--- src/logic/lasr_pkg.sv ---
// shared constants for the link alias and status register bank
package lasr_pkg;
	// =====================================================
	// register offsets
	localparam logic [7:0] LASR_OFF_ALIAS     = 8'h08;
	localparam logic [7:0] LASR_OFF_SETUP     = 8'h09;
	localparam logic [7:0] LASR_OFF_CRC_LOW   = 8'h0A;
	localparam logic [7:0] LASR_OFF_CRC_HIGH  = 8'h0B;
	localparam logic [7:0] LASR_OFF_STATUS    = 8'h0C;
	// =====================================================
	// reset values
	localparam logic [6:0] LASR_ALIAS_RESET   = 7'h00;
	localparam logic [3:0] LASR_SETUP_RESET   = 4'h1;
	localparam logic [15:0] LASR_CRC_RESET    = 16'h0000;
	// =====================================================
	// status bit positions
	localparam int LASR_STS_DSI   = 6;
	localparam int LASR_STS_PHY   = 5;
	localparam int LASR_STS_LOST  = 4;
	localparam int LASR_STS_BIST  = 3;
	localparam int LASR_STS_PCLK  = 2;
	localparam int LASR_STS_DES   = 1;
	localparam int LASR_STS_LINK  = 0;
	// =====================================================
	// ack setup timing at 50 MHz
	localparam int LASR_CLK_MHZ        = 50;
	localparam int LASR_SETUP_BASE_NS  = 80;
	localparam int LASR_SETUP_STEP_NS  = 640;
	localparam int LASR_SETUP_BASE_CYC = (LASR_SETUP_BASE_NS * LASR_CLK_MHZ + 999) / 1000;
	localparam int LASR_SETUP_STEP_CYC = (LASR_SETUP_STEP_NS * LASR_CLK_MHZ + 999) / 1000;
	localparam int LASR_SETUP_CNT_W    = 10;
endpackage

--- src/logic/lasr_port_status.sv ---
// per-port counter and sticky status flags
`timescale 1ns/100ps
module lasr_port_status (
	input  wire logic        core_clk,
	input  wire logic        rst,
	input  wire logic        crcResetReq,
	input  wire logic        backCrcErr,
	input  wire logic        linkLostEvt,
	input  wire logic        selftestCrcErr,
	input  wire logic        selftestRestart,
	input  wire logic        desCrcErr,
	output logic [15:0]      crcCount,
	output logic             linkLostFlag,
	output logic             selftestCrcFlag,
	output logic             desErrorFlag
);
	import lasr_pkg::*;

	// =====================================================
	// counter, saturates so a burst never wraps to a small value
	always_ff @(posedge core_clk or posedge rst) begin
		if (rst) begin
			crcCount <= LASR_CRC_RESET;
		end else if (crcResetReq) begin
			crcCount <= LASR_CRC_RESET;
		end else if (backCrcErr && crcCount != 16'hFFFF) begin
			crcCount <= crcCount + 16'h0001;
		end
	end

	// =====================================================
	// sticky flags; a set in the clear cycle wins
	always_ff @(posedge core_clk or posedge rst) begin
		if (rst) begin
			linkLostFlag <= 1'b0;
		end else if (linkLostEvt) begin
			linkLostFlag <= 1'b1;
		end else if (crcResetReq) begin
			linkLostFlag <= 1'b0;
		end
	end

	always_ff @(posedge core_clk or posedge rst) begin
		if (rst) begin
			selftestCrcFlag <= 1'b0;
		end else if (selftestCrcErr) begin
			selftestCrcFlag <= 1'b1;
		end else if (selftestRestart || crcResetReq) begin
			selftestCrcFlag <= 1'b0;
		end
	end

	always_ff @(posedge core_clk or posedge rst) begin
		if (rst) begin
			desErrorFlag <= 1'b0;
		end else if (desCrcErr) begin
			desErrorFlag <= 1'b1;
		end else if (linkLostEvt || crcResetReq) begin
			desErrorFlag <= 1'b0;
		end
	end
endmodule

--- src/logic/lasr_top.sv ---
// register bank: remote target alias, ack setup, crc counter, status
`timescale 1ns/100ps
module lasr_top (
	input  wire logic        core_clk,
	input  wire logic        rst,
	// register port from the local i2c target
	input  wire logic [7:0]  regAddr,
	input  wire logic [7:0]  regWrData,
	input  wire logic        regWrEn,
	input  wire logic        regRdEn,
	output logic [7:0]       regRdData,
	output logic             regHit,
	// controls held in other register groups
	input  wire logic        secondPortSelect,
	input  wire logic        crcErrorReset,
	input  wire logic [6:0]  remoteTargetAddress,
	input  wire logic [6:0]  remoteTargetAddressPort1,
	// incoming i2c address and forwarding
	input  wire logic        addrValid,
	input  wire logic [6:0]  addrIn,
	output logic             fwdValid,
	output logic             fwdPort1,
	output logic [6:0]       fwdAddr,
	// acknowledge cycle sda setup
	input  wire logic        remoteAccess,
	input  wire logic        ackSdaReq,
	output logic             ackSdaRelease,
	// error and status sources, from pins or other clocks
	input  wire logic [4:0]  dsiErrors,
	input  wire logic [1:0]  laneSyncError,
	input  wire logic [1:0]  laneFault,
	input  wire logic [1:0]  backCrcErr,
	input  wire logic [1:0]  linkLostEvt,
	input  wire logic [1:0]  selftestCrcErr,
	input  wire logic [1:0]  selftestRestart,
	input  wire logic [1:0]  desCrcErr,
	input  wire logic [1:0]  pclkMeetsThreshold,
	input  wire logic [1:0]  cableLinkDetected
);
	import lasr_pkg::*;

	localparam int NSRC = 21;

	// =====================================================
	// two-stage synchronisers for outside inputs
	logic [NSRC-1:0] srcRaw;
	logic [NSRC-1:0] srcMeta;
	logic [NSRC-1:0] srcSync;
	logic [NSRC-1:0] srcPrev;

	// cable link levels ride on their own synchroniser below
	assign srcRaw = {pclkMeetsThreshold, desCrcErr, selftestRestart,
		selftestCrcErr, linkLostEvt, backCrcErr, laneFault, laneSyncError, dsiErrors};

	always_ff @(posedge core_clk or posedge rst) begin
		if (rst) begin
			srcMeta <= '0;
			srcSync <= '0;
			srcPrev <= '0;
		end else begin
			srcMeta <= srcRaw;
			srcSync <= srcMeta;
			srcPrev <= srcSync;
		end
	end

	// events are rising edges of the synchronised levels
	logic [NSRC-1:0] srcRise;
	assign srcRise = srcSync & ~srcPrev;

	logic [4:0] dsiS;
	logic [1:0] syncErrS;
	logic [1:0] laneFaultS;
	logic [1:0] backCrcE;
	logic [1:0] lostE;
	logic [1:0] bistErrE;
	logic [1:0] bistRstE;
	logic [1:0] desErrE;
	logic [1:0] pclkS;
	logic [1:0] linkS;
	logic [1:0] linkMeta;
	logic [1:0] linkSyncPair;
	assign dsiS       = srcSync[4:0];
	assign syncErrS   = srcSync[6:5];
	assign laneFaultS = srcSync[8:7];
	assign backCrcE   = srcRise[10:9];
	assign lostE      = srcRise[12:11];
	assign bistErrE   = srcRise[14:13];
	assign bistRstE   = srcRise[16:15];
	assign desErrE    = srcRise[18:17];
	assign pclkS      = srcSync[20:19];
	assign linkS      = linkSyncPair;

	// =====================================================
	// cable link levels kept on their own synchroniser
	always_ff @(posedge core_clk or posedge rst) begin
		if (rst) begin
			linkMeta     <= 2'b00;
			linkSyncPair <= 2'b00;
		end else begin
			linkMeta     <= cableLinkDetected;
			linkSyncPair <= linkMeta;
		end
	end

	// =====================================================
	// crc reset request as a one-cycle pulse from its rising edge
	logic crcResetPrev_q;
	logic crcResetPulse;
	always_ff @(posedge core_clk or posedge rst) begin
		if (rst) begin
			crcResetPrev_q <= 1'b0;
		end else begin
			crcResetPrev_q <= crcErrorReset;
		end
	end
	assign crcResetPulse = crcErrorReset & ~crcResetPrev_q;

	// =====================================================
	// per-port alias registers and one shared setup register
	logic [6:0] aliasField_q [2];
	logic [3:0] setupField_q;
	logic       portIdx;
	assign portIdx = secondPortSelect;

	always_ff @(posedge core_clk or posedge rst) begin
		if (rst) begin
			aliasField_q[0] <= LASR_ALIAS_RESET;
			aliasField_q[1] <= LASR_ALIAS_RESET;
		end else if (regWrEn && regAddr == LASR_OFF_ALIAS) begin
			aliasField_q[portIdx] <= regWrData[7:1];
		end
	end

	always_ff @(posedge core_clk or posedge rst) begin
		if (rst) begin
			setupField_q <= LASR_SETUP_RESET;
		end else if (regWrEn && regAddr == LASR_OFF_SETUP) begin
			setupField_q <= regWrData[3:0];
		end
	end

	// =====================================================
	// per-port counters and sticky flags
	logic [15:0] crcCount [2];
	logic [1:0]  lostFlag;
	logic [1:0]  bistFlag;
	logic [1:0]  desFlag;

	for (genvar p = 0; p < 2; p++) begin : g_port
		lasr_port_status u_status (
			.core_clk        (core_clk),
			.rst             (rst),
			.crcResetReq     (crcResetPulse),
			.backCrcErr      (backCrcE[p]),
			.linkLostEvt     (lostE[p]),
			.selftestCrcErr  (bistErrE[p]),
			.selftestRestart (bistRstE[p]),
			.desCrcErr       (desErrE[p]),
			.crcCount        (crcCount[p]),
			.linkLostFlag    (lostFlag[p]),
			.selftestCrcFlag (bistFlag[p]),
			.desErrorFlag    (desFlag[p])
		);
	end

	// =====================================================
	// status byte; levels and sticky flags, reads never clear them
	logic [7:0] statusByte;
	always_comb begin
		statusByte                = 8'h00;
		statusByte[LASR_STS_DSI]  = |dsiS;
		statusByte[LASR_STS_PHY]  = |syncErrS | |laneFaultS;
		statusByte[LASR_STS_LOST] = lostFlag[portIdx];
		statusByte[LASR_STS_BIST] = bistFlag[portIdx];
		statusByte[LASR_STS_PCLK] = pclkS[portIdx];
		statusByte[LASR_STS_DES]  = desFlag[portIdx];
		statusByte[LASR_STS_LINK] = linkS[portIdx];
	end

	// =====================================================
	// register read, one cycle after the read strobe
	always_ff @(posedge core_clk or posedge rst) begin
		if (rst) begin
			regRdData <= 8'h00;
			regHit    <= 1'b0;
		end else if (regRdEn) begin
			regHit <= 1'b1;
			case (regAddr)
				LASR_OFF_ALIAS:    regRdData <= {aliasField_q[portIdx], 1'b0};
				LASR_OFF_SETUP:    regRdData <= {4'h0, setupField_q};
				LASR_OFF_CRC_LOW:  regRdData <= crcCount[portIdx][7:0];
				LASR_OFF_CRC_HIGH: regRdData <= crcCount[portIdx][15:8];
				LASR_OFF_STATUS:   regRdData <= statusByte;
				default: begin
					regRdData <= 8'h00;
					regHit    <= 1'b0;
				end
			endcase
		end else begin
			regHit <= 1'b0;
		end
	end

	// =====================================================
	// alias decode and remap, one cycle latency
	logic [1:0] aliasMatch;
	always_comb begin
		for (int p = 0; p < 2; p++) begin
			// zero alias never matches, so the remote target is unreachable
			aliasMatch[p] = addrValid && aliasField_q[p] != 7'h00
				&& addrIn == aliasField_q[p];
		end
	end

	always_ff @(posedge core_clk or posedge rst) begin
		if (rst) begin
			fwdValid <= 1'b0;
			fwdPort1 <= 1'b0;
			fwdAddr  <= 7'h00;
		end else begin
			fwdValid <= |aliasMatch;
			if (aliasMatch[0]) begin
				fwdPort1 <= 1'b0;
				fwdAddr  <= remoteTargetAddress;
			end else if (aliasMatch[1]) begin
				fwdPort1 <= 1'b1;
				fwdAddr  <= remoteTargetAddressPort1;
			end
		end
	end

	// =====================================================
	// ack setup delay: sda released this many cycles before scl rises
	logic [LASR_SETUP_CNT_W-1:0] setupCycles;
	logic [LASR_SETUP_CNT_W-1:0] setupCnt_q;
	assign setupCycles = LASR_SETUP_CNT_W'(LASR_SETUP_BASE_CYC)
		+ LASR_SETUP_CNT_W'(setupField_q * LASR_SETUP_STEP_CYC);

	always_ff @(posedge core_clk or posedge rst) begin
		if (rst) begin
			setupCnt_q    <= '0;
			ackSdaRelease <= 1'b0;
		end else if (!(remoteAccess && ackSdaReq)) begin
			setupCnt_q    <= '0;
			ackSdaRelease <= 1'b0;
		end else if (setupCnt_q + 1'b1 >= setupCycles) begin
			ackSdaRelease <= 1'b1;
		end else begin
			setupCnt_q <= setupCnt_q + 1'b1;
		end
	end
endmodule

--- config.mk ---
export PLATFORM = sky130hd
export DESIGN_NAME = lasr_top
export DESIGN_NICKNAME = d
export VERILOG_FILES = /design/src/logic/lasr_pkg.sv /design/src/logic/lasr_port_status.sv /design/src/logic/lasr_top.sv
export SDC_FILE = /design/constraint.sdc
export NUM_CORES = 1
export LEC_CHECK = 0
export ABC_AREA = 1
export BUFFER_PORTS_ARGS = -buffer_cell sky130_fd_sc_hd__buf_4
export CAP_MARGIN = 5
export CORE_UTILIZATION = 40
export DETAILED_ROUTE_END_ITERATION = 16
export GPL_ROUTABILITY_DRIVEN = 0
export PLACE_DENSITY_LB_ADDON = 0.2
export REMOVE_ABC_BUFFERS = 1
export SKIP_LAST_GASP = 1
export SLEW_MARGIN = 0
export SYNTH_ARGS = -nofsm -noshare
export SYNTH_HDL_FRONTEND = slang
export SYNTH_HIERARCHICAL = 1
export SYNTH_SLANG_ARGS = --single-unit
--- constraint.sdc ---
create_clock -name core_clk -period 4.4 [get_ports core_clk]
set_input_delay 0.44 -clock core_clk [delete_from_list [all_inputs] [get_ports core_clk]]
set_output_delay 0.44 -clock core_clk [all_outputs]
set_load 0.02 [all_outputs]
### Yosys cells after proc, flatten, opt, wreduce, memory -nomap -nowiden

Index checks and enable logic that the tools add are counted.
Widths: inputs -> output; s select.

| cells by class | value |
|---|---|
| add/subtract/negate cells | 4 |
| multiply operators | 0 |
| divide/modulo/power cells | 0 |
| order comparisons | 4 |
| equal/unequal tests | 11 |
| shifts and indexed selects | 0 |
| mux-type cells | 45 |
| bitwise logic cells | 6 |
| reductions and logical operators | 30 |

Operators by type and width:

| kind | count |
|---|---|
| $mux 16 | 7 |
| $mux 7 | 6 |
| $eq 8x4->1 const B | 5 |
| $pmux 8 s5 | 1 |
| $add 16x1->16 const B | 2 |
| $ne 16x16->1 const B | 2 |
| $mux 1 | 27 |
| $mux 10 | 2 |
| $and 19x19->19 | 1 |
| $not 19->19 | 1 |
| $reduce_bool 2->1 | 9 |
| $bwmux 14 | 1 |
| $eq 7x7->1 | 2 |
| $reduce_bool 7->1 | 2 |
| $add 10x1->10 const B | 1 |
| $add 3x9->10 const A | 1 |
| $ge 10x10->1 | 1 |
| $logic_and 1x1->1 | 10 |
| $reduce_or 5->1 | 2 |
| $demux 7 s1 | 1 |
| $reduce_or 2->1 | 3 |
| $logic_or 1x1->1 | 4 |
| $ge 2x2->1 const B | 1 |
| $lt 1x2->1 const B | 1 |
| 7 further kinds | 7 |

| storage, ports and cells | value |
|---|---|
| bits in registers | 151 |
| latch bits | 0 |
| memory bits (writable) | 0 |
| ROM bits | 0 |
| bits of input ports | 69 |
| output and inout bits | 19 |
| word-level logic and storage cells | 124 |
| memories | 0 |

### Logic depth before layout (Yosys ltp)

| logic depth | value |
|---|---|
| depth in word-level cells | 6 |
| gate-level depth with buffers | 15 |
| mapped depth without buffers | 14 |

### Modules after synthesis

The synthesis kept the hierarchy.

Modules (own cells, without submodules):

| module | times used | cells an instance | area an instance (sq um) | sequential area each (sq um) |
|---|---|---|---|---|
| lasr_top | 1 | 563 | 4744.6 | 2603.7 |
| lasr_port_status | 2 | 156 | 1178.6 | 475.5 |

### Worst setup path before layout

No wires, ideal clock.

| path | value |
|---|---|
| kind | reg2reg |
| start point | register setupCnt_q[0] |
| end point | register ackSdaRelease |
| setup time | 114 ps |
| arrival | 1930 ps |
| required time | 4286 ps |
| slack | 2356 ps |
| stages on the path, launching flop included | 16 |
| path buffers | 1 |
| clock period less this slack | 2044 ps |
| path through | dfrtp_1 -> ha_1 -> nand2_1 -> nor2_1 -> nand2_1 -> xor2_1 -> inv_1 -> ha_1 -> a21o_1 -> a21oi_1 -> nand2_1 -> nor2_2 -> buf_4 -> nand3b_1 -> nand2_1 -> inv_1 |

| on the way | value |
|---|---|
| longest elaborated chain between the ends | 3 |

Ends and longest elaborated chain:

| what | line | source |
|---|---|---|
| start, declared | lasr_top.sv:236 | `logic [LASR_SETUP_CNT_W-1:0] setupCnt_q;` |
| start signal, assigned | lasr_top.sv:250 | `setupCnt_q <= setupCnt_q + 1'b1;` |
| $add 10x1->10 | lasr_top.sv:247 | `end else if (setupCnt_q + 1'b1 >= setupCycles) begin` |
| $ge 10x10->1 | lasr_top.sv:247 |  |
| $ne 2x1->1 (no source line) | n/a |  |
| end signal, assigned | lasr_top.sv:243 | `ackSdaRelease <= 1'b0;` |
| end signal, assigned | lasr_top.sv:246 | `ackSdaRelease <= 1'b0;` |
| end signal, assigned | lasr_top.sv:248 | `ackSdaRelease <= 1'b1;` |
| end, declared | lasr_top.sv:27 | `output logic ackSdaRelease,` |

No other way between the ends.
A chain may end at the register's enable or synchronous reset.

### Final worst setup path

| path | value |
|---|---|
| start point | register setupCnt_q[0] |
| end point | register setupCnt_q[0] |

| on the way | value |
|---|---|
| longest elaborated chain between the ends | 3 |
| elaborated cells on any way between the ends | 5 |
| those cells by class | add/sub (1); order compare (1); eq/ne (1); mux (2) |

Ends and longest elaborated chain:

| what | line |
|---|---|
| $add 10x1->10 (*) | lasr_top.sv:247, lasr_top.sv:250 |
| $ge 10x10->1 / $mux 10 (equally long branches) | lasr_top.sv:247 |
| $ne 2x2->1 (no source line) / $mux 10 (equally long branches) | n/a |

Every way passes the cells marked *; elsewhere a longest branch is shown, timed or not. The select of a mux whose other input is x is not followed.

==> impl_metrics.yaml <==
routing:
  wl_per_cell_um: 13.3
  vias: 5692
  routed_wirelength_um: 15900
  via_per_inst: 4.74
  ant_nets: 0
  firstDrtPassIters: 5
  drt-initial-drc-count: 370
  drcViolationCount: 0
clock_network:
  numCtsBuffers: 17
  htreeDepth: 4
  cts_resized: 0
  numClockSinks: 142
  ctsHoldBuffers: 0
  clk_pin_slew_ns: 0.06
  clk_path_buf_depth: 2
  postCtsSetupBuffers: 0
  cts_root_buf: "clkbuf_16"
  cts_tree: "yes"
  clkLatencyLatePin_ns: 0.42
placement:
  place_inst: 1170
  dpl.hpwl_um: 11300
  numPortBuffers: 87
  placed_cell_area_mm2: 0.00790
  pre_cts_ws_ns: 1.80
cells_and_area:
  multiInputGateArea_mm2: 0.00297
  drive_gt1_frac: 0.166
  nNetsFinal: 1041
  register_area_mm2: 0.00355
  area_growth_pct: 19.6
  finalNonFillerCells: 1200
  fillers: 1707
  utilization: 0.491
  antenna_cells: 0
  design_area_mm2: 0.00849
setup_path:
  cp-end-kind: "register"
  crit_path_start_kind: "register"
  endpoint: "setupCnt_q[0]$_DFFE_PP0P_"
  ff2ff_path_depth: 12
  cp_max_fo: 11
  path_class: "reg2reg"
  r2r-end: "setupCnt_q[0]$_DFFE_PP0P_"
  r2r_start: "setupCnt_q[0]$_DFFE_PP0P_"
  cp.arrival_ns: 2.96
  worst_ep_required_time_ns: 4.71
  rrSetupSlack_ns: 1.75
  cp-startpoint: "setupCnt_q[0]$_DFFE_PP0P_"
synth:
  async_flop_share: 1.00
  syn_inst: 875
  synth-edff-count: 0
  synth_most_common_cell: "nand2_1"
  synth.distinct_cells: 43
  synth_top_area_frac: 0.497
  ys_dominant_reg_cell: "dfrtp_1"
  ys_warn_count: 6
  ys_seq_elements: 142
  synth.yosys.seq_area_share: 0.501
  synth_top_area_cell: "dfrtp_1"
  avgSynthCellArea_um2: 8.12
  synth_common_cells: "307 x nand2_1, 141 x dfrtp_1, 104 x inv_1, 64 x nand3_1, 59 x nor2_1"
  netlist_top_cells_area: "dfrtp_1 50%, nand2_1 16%, inv_1 5.5%"
  netlist_area_mm2: 0.00710
sta:
  setup_viol: 0
  tns_ns: 0
  max_slew_margin: 0.370
  hold_violations: 0
  fin_crit_sh: 0.603
  holdWs_ns: 0.119
  finalMaxSlewViolations: 0
  tightest_slew_ns: 0.945
  fin_ws_ns: 1.75
  fin_skew_ns: 0.00761
  fmax_ghz: 0.377
  period_needed_ns: 2.65
  rsz0062_at_grt: "false"
die:
  pin_count: 88
  dieArea_mm2: 0.0183
  die_w_um: 135
  die_y_um: 135
  core_area_mm2: 0.0173
  start_util: 0.411
  rows: 48
global_route:
  grt_pass1_wl_um: 26700
  grt_usage: 0.190
  grt_max_degree: 75
  first_global_vias: 5385
  antenna_found_initial: 0
  gr-total-overflow: 0
run:
  cap_violations: 0
pwr:
  ir_drop_mv: 0.286
  power_mw: 3.06
  p_leak_nw: 4.42
  power_per_cell_area_mw_per_mm2: 360
outcome:
  status: "finished, final reports clean"
hold_path:
  hold_class: "in2reg"
layer usage:
| layer | vias up | routed length [µm] | track usage |
|---|---|---|---|
| met5 | - | 0 | 0 |
| met4 | 0 | 242 | 0.0612 |
| met3 | 18 | 593 | 0.0460 |
| met2 | 100 | 7590 | 0.308 |
| met1 | 2622 | 7490 | 0.248 |
| li1 | 2952 | - | - |
worst min path at each step:
stage,start,end,slack [ns],depth (start not counted)
3_5_place_dp,srcMeta[14]$_DFF_PP0_,srcSync[14]$_DFF_PP0_,0.33,0
4_1_cts,selftestRestart[1],srcMeta[16]$_DFF_PP0_,0.1,1
2_1_floorplan,linkMeta[0]$_DFF_PP0_,linkS[0]$_DFF_PP0_,0.33,0
3_3_place_gp,srcMeta[17]$_DFF_PP0_,srcSync[17]$_DFF_PP0_,0.33,0
5_1_grt,desCrcErr[1],srcMeta[18]$_DFF_PP0_,0.1,1
6_report,laneFault[0],srcMeta[7]$_DFF_PP0_,0.12,1
critical path, cell delays in order (launching register included):
cell	delay (ns)
dfrtp_1	0.41
ha_1	0.20
nand2_1	0.09
nor2_1	0.15
nand3b_1	0.11
xnor2_1	0.22
ha_1	0.28
a21oi_1	0.15
nand2_1	0.08
nor2_2	0.40
nand2_2	0.26
nand3_1	0.12
nand2_1	0.07
logic make-up (layout without fill, tap and decap cells):
| kind of cell | Yosys count | count (layout) | share of synthesized area |
|---|---|---|---|
| buf+inv | 129 | 229 | 0.0809 |
| simple gates | 515 | 515 | 0.328 |
| mux | 5 | 5 | 0.00705 |
| compound gates | 58 | 58 | 0.0474 |
| xor+xnor | 18 | 18 | 0.0222 |
| flops | 142 | 142 | 0.501 |
| fa+ha+maj | 8 | 8 | 0.0141 |
area by class of cell:
| cell class | count | share of cell area |
|---|---|---|
| clock buffer | 18 | 0.0505 |
| clock inverter | 12 | 0.0192 |
| inverter | 111 | 0.0505 |
| multi-input combinational | 604 | 0.350 |
| sequential | 142 | 0.419 |
| tap | 225 | 0.0332 |
| timing repair buffer | 88 | 0.0778 |
layout by cell type (no fill, tap or decap), types with 3 or more instances in the layout:
master and n:
a21oi_1 7, buf_4 88, bufinv_16 3, clkbuf_16 17, clkinv_4 3, dfrtp_1 141, ha_1 8, inv_1 103
inv_4 3, inv_6 4, mux2i_1 5, nand2_1 307, nand2_2 12, nand3_1 64, nand3b_1 5, nand4_1 41
nor2_1 59, nor2_2 3, nor2_4 6, nor3_1 3, o21ai_0 26, o21ai_1 14, o21bai_1 4, or2_2 3
xnor2_1 3, xor2_1 15
registers in the layout, summed over array words and instances, names as in the netlist:
| name | count |
|---|---|
| crcResetPrev_q | 1 |
| fwdValid | 1 |
| regRdData | 8 |
| g_port.u_status/crcCount | 32 |
| linkS | 2 |
| regHit | 1 |
| g_port.u_status/desErrorFlag | 2 |
| g_port.u_status/linkLostFlag | 2 |
| setupCnt_q | 10 |
| linkMeta | 2 |
| fwdAddr | 7 |
| ackSdaRelease | 1 |
| g_port.u_status/selftestCrcFlag | 2 |
| srcMeta | 21 |
| setupField_q | 4 |
| fwdPort1 | 1 |
| srcPrev | 10 |
| srcSync | 21 |
| aliasField_q | 14 |
where the power goes:
part	total, mW	internal, mW	leakage, nW	switching, mW
logic	0.220	0.0852	2.31	0.135
clock network	1.45	0.891	0.283	0.562
registers	1.38	1.36	1.82	0.0281
total	3.06	2.33	4.42	0.725
No activity file was read; power rests on OpenSTA's default activity.
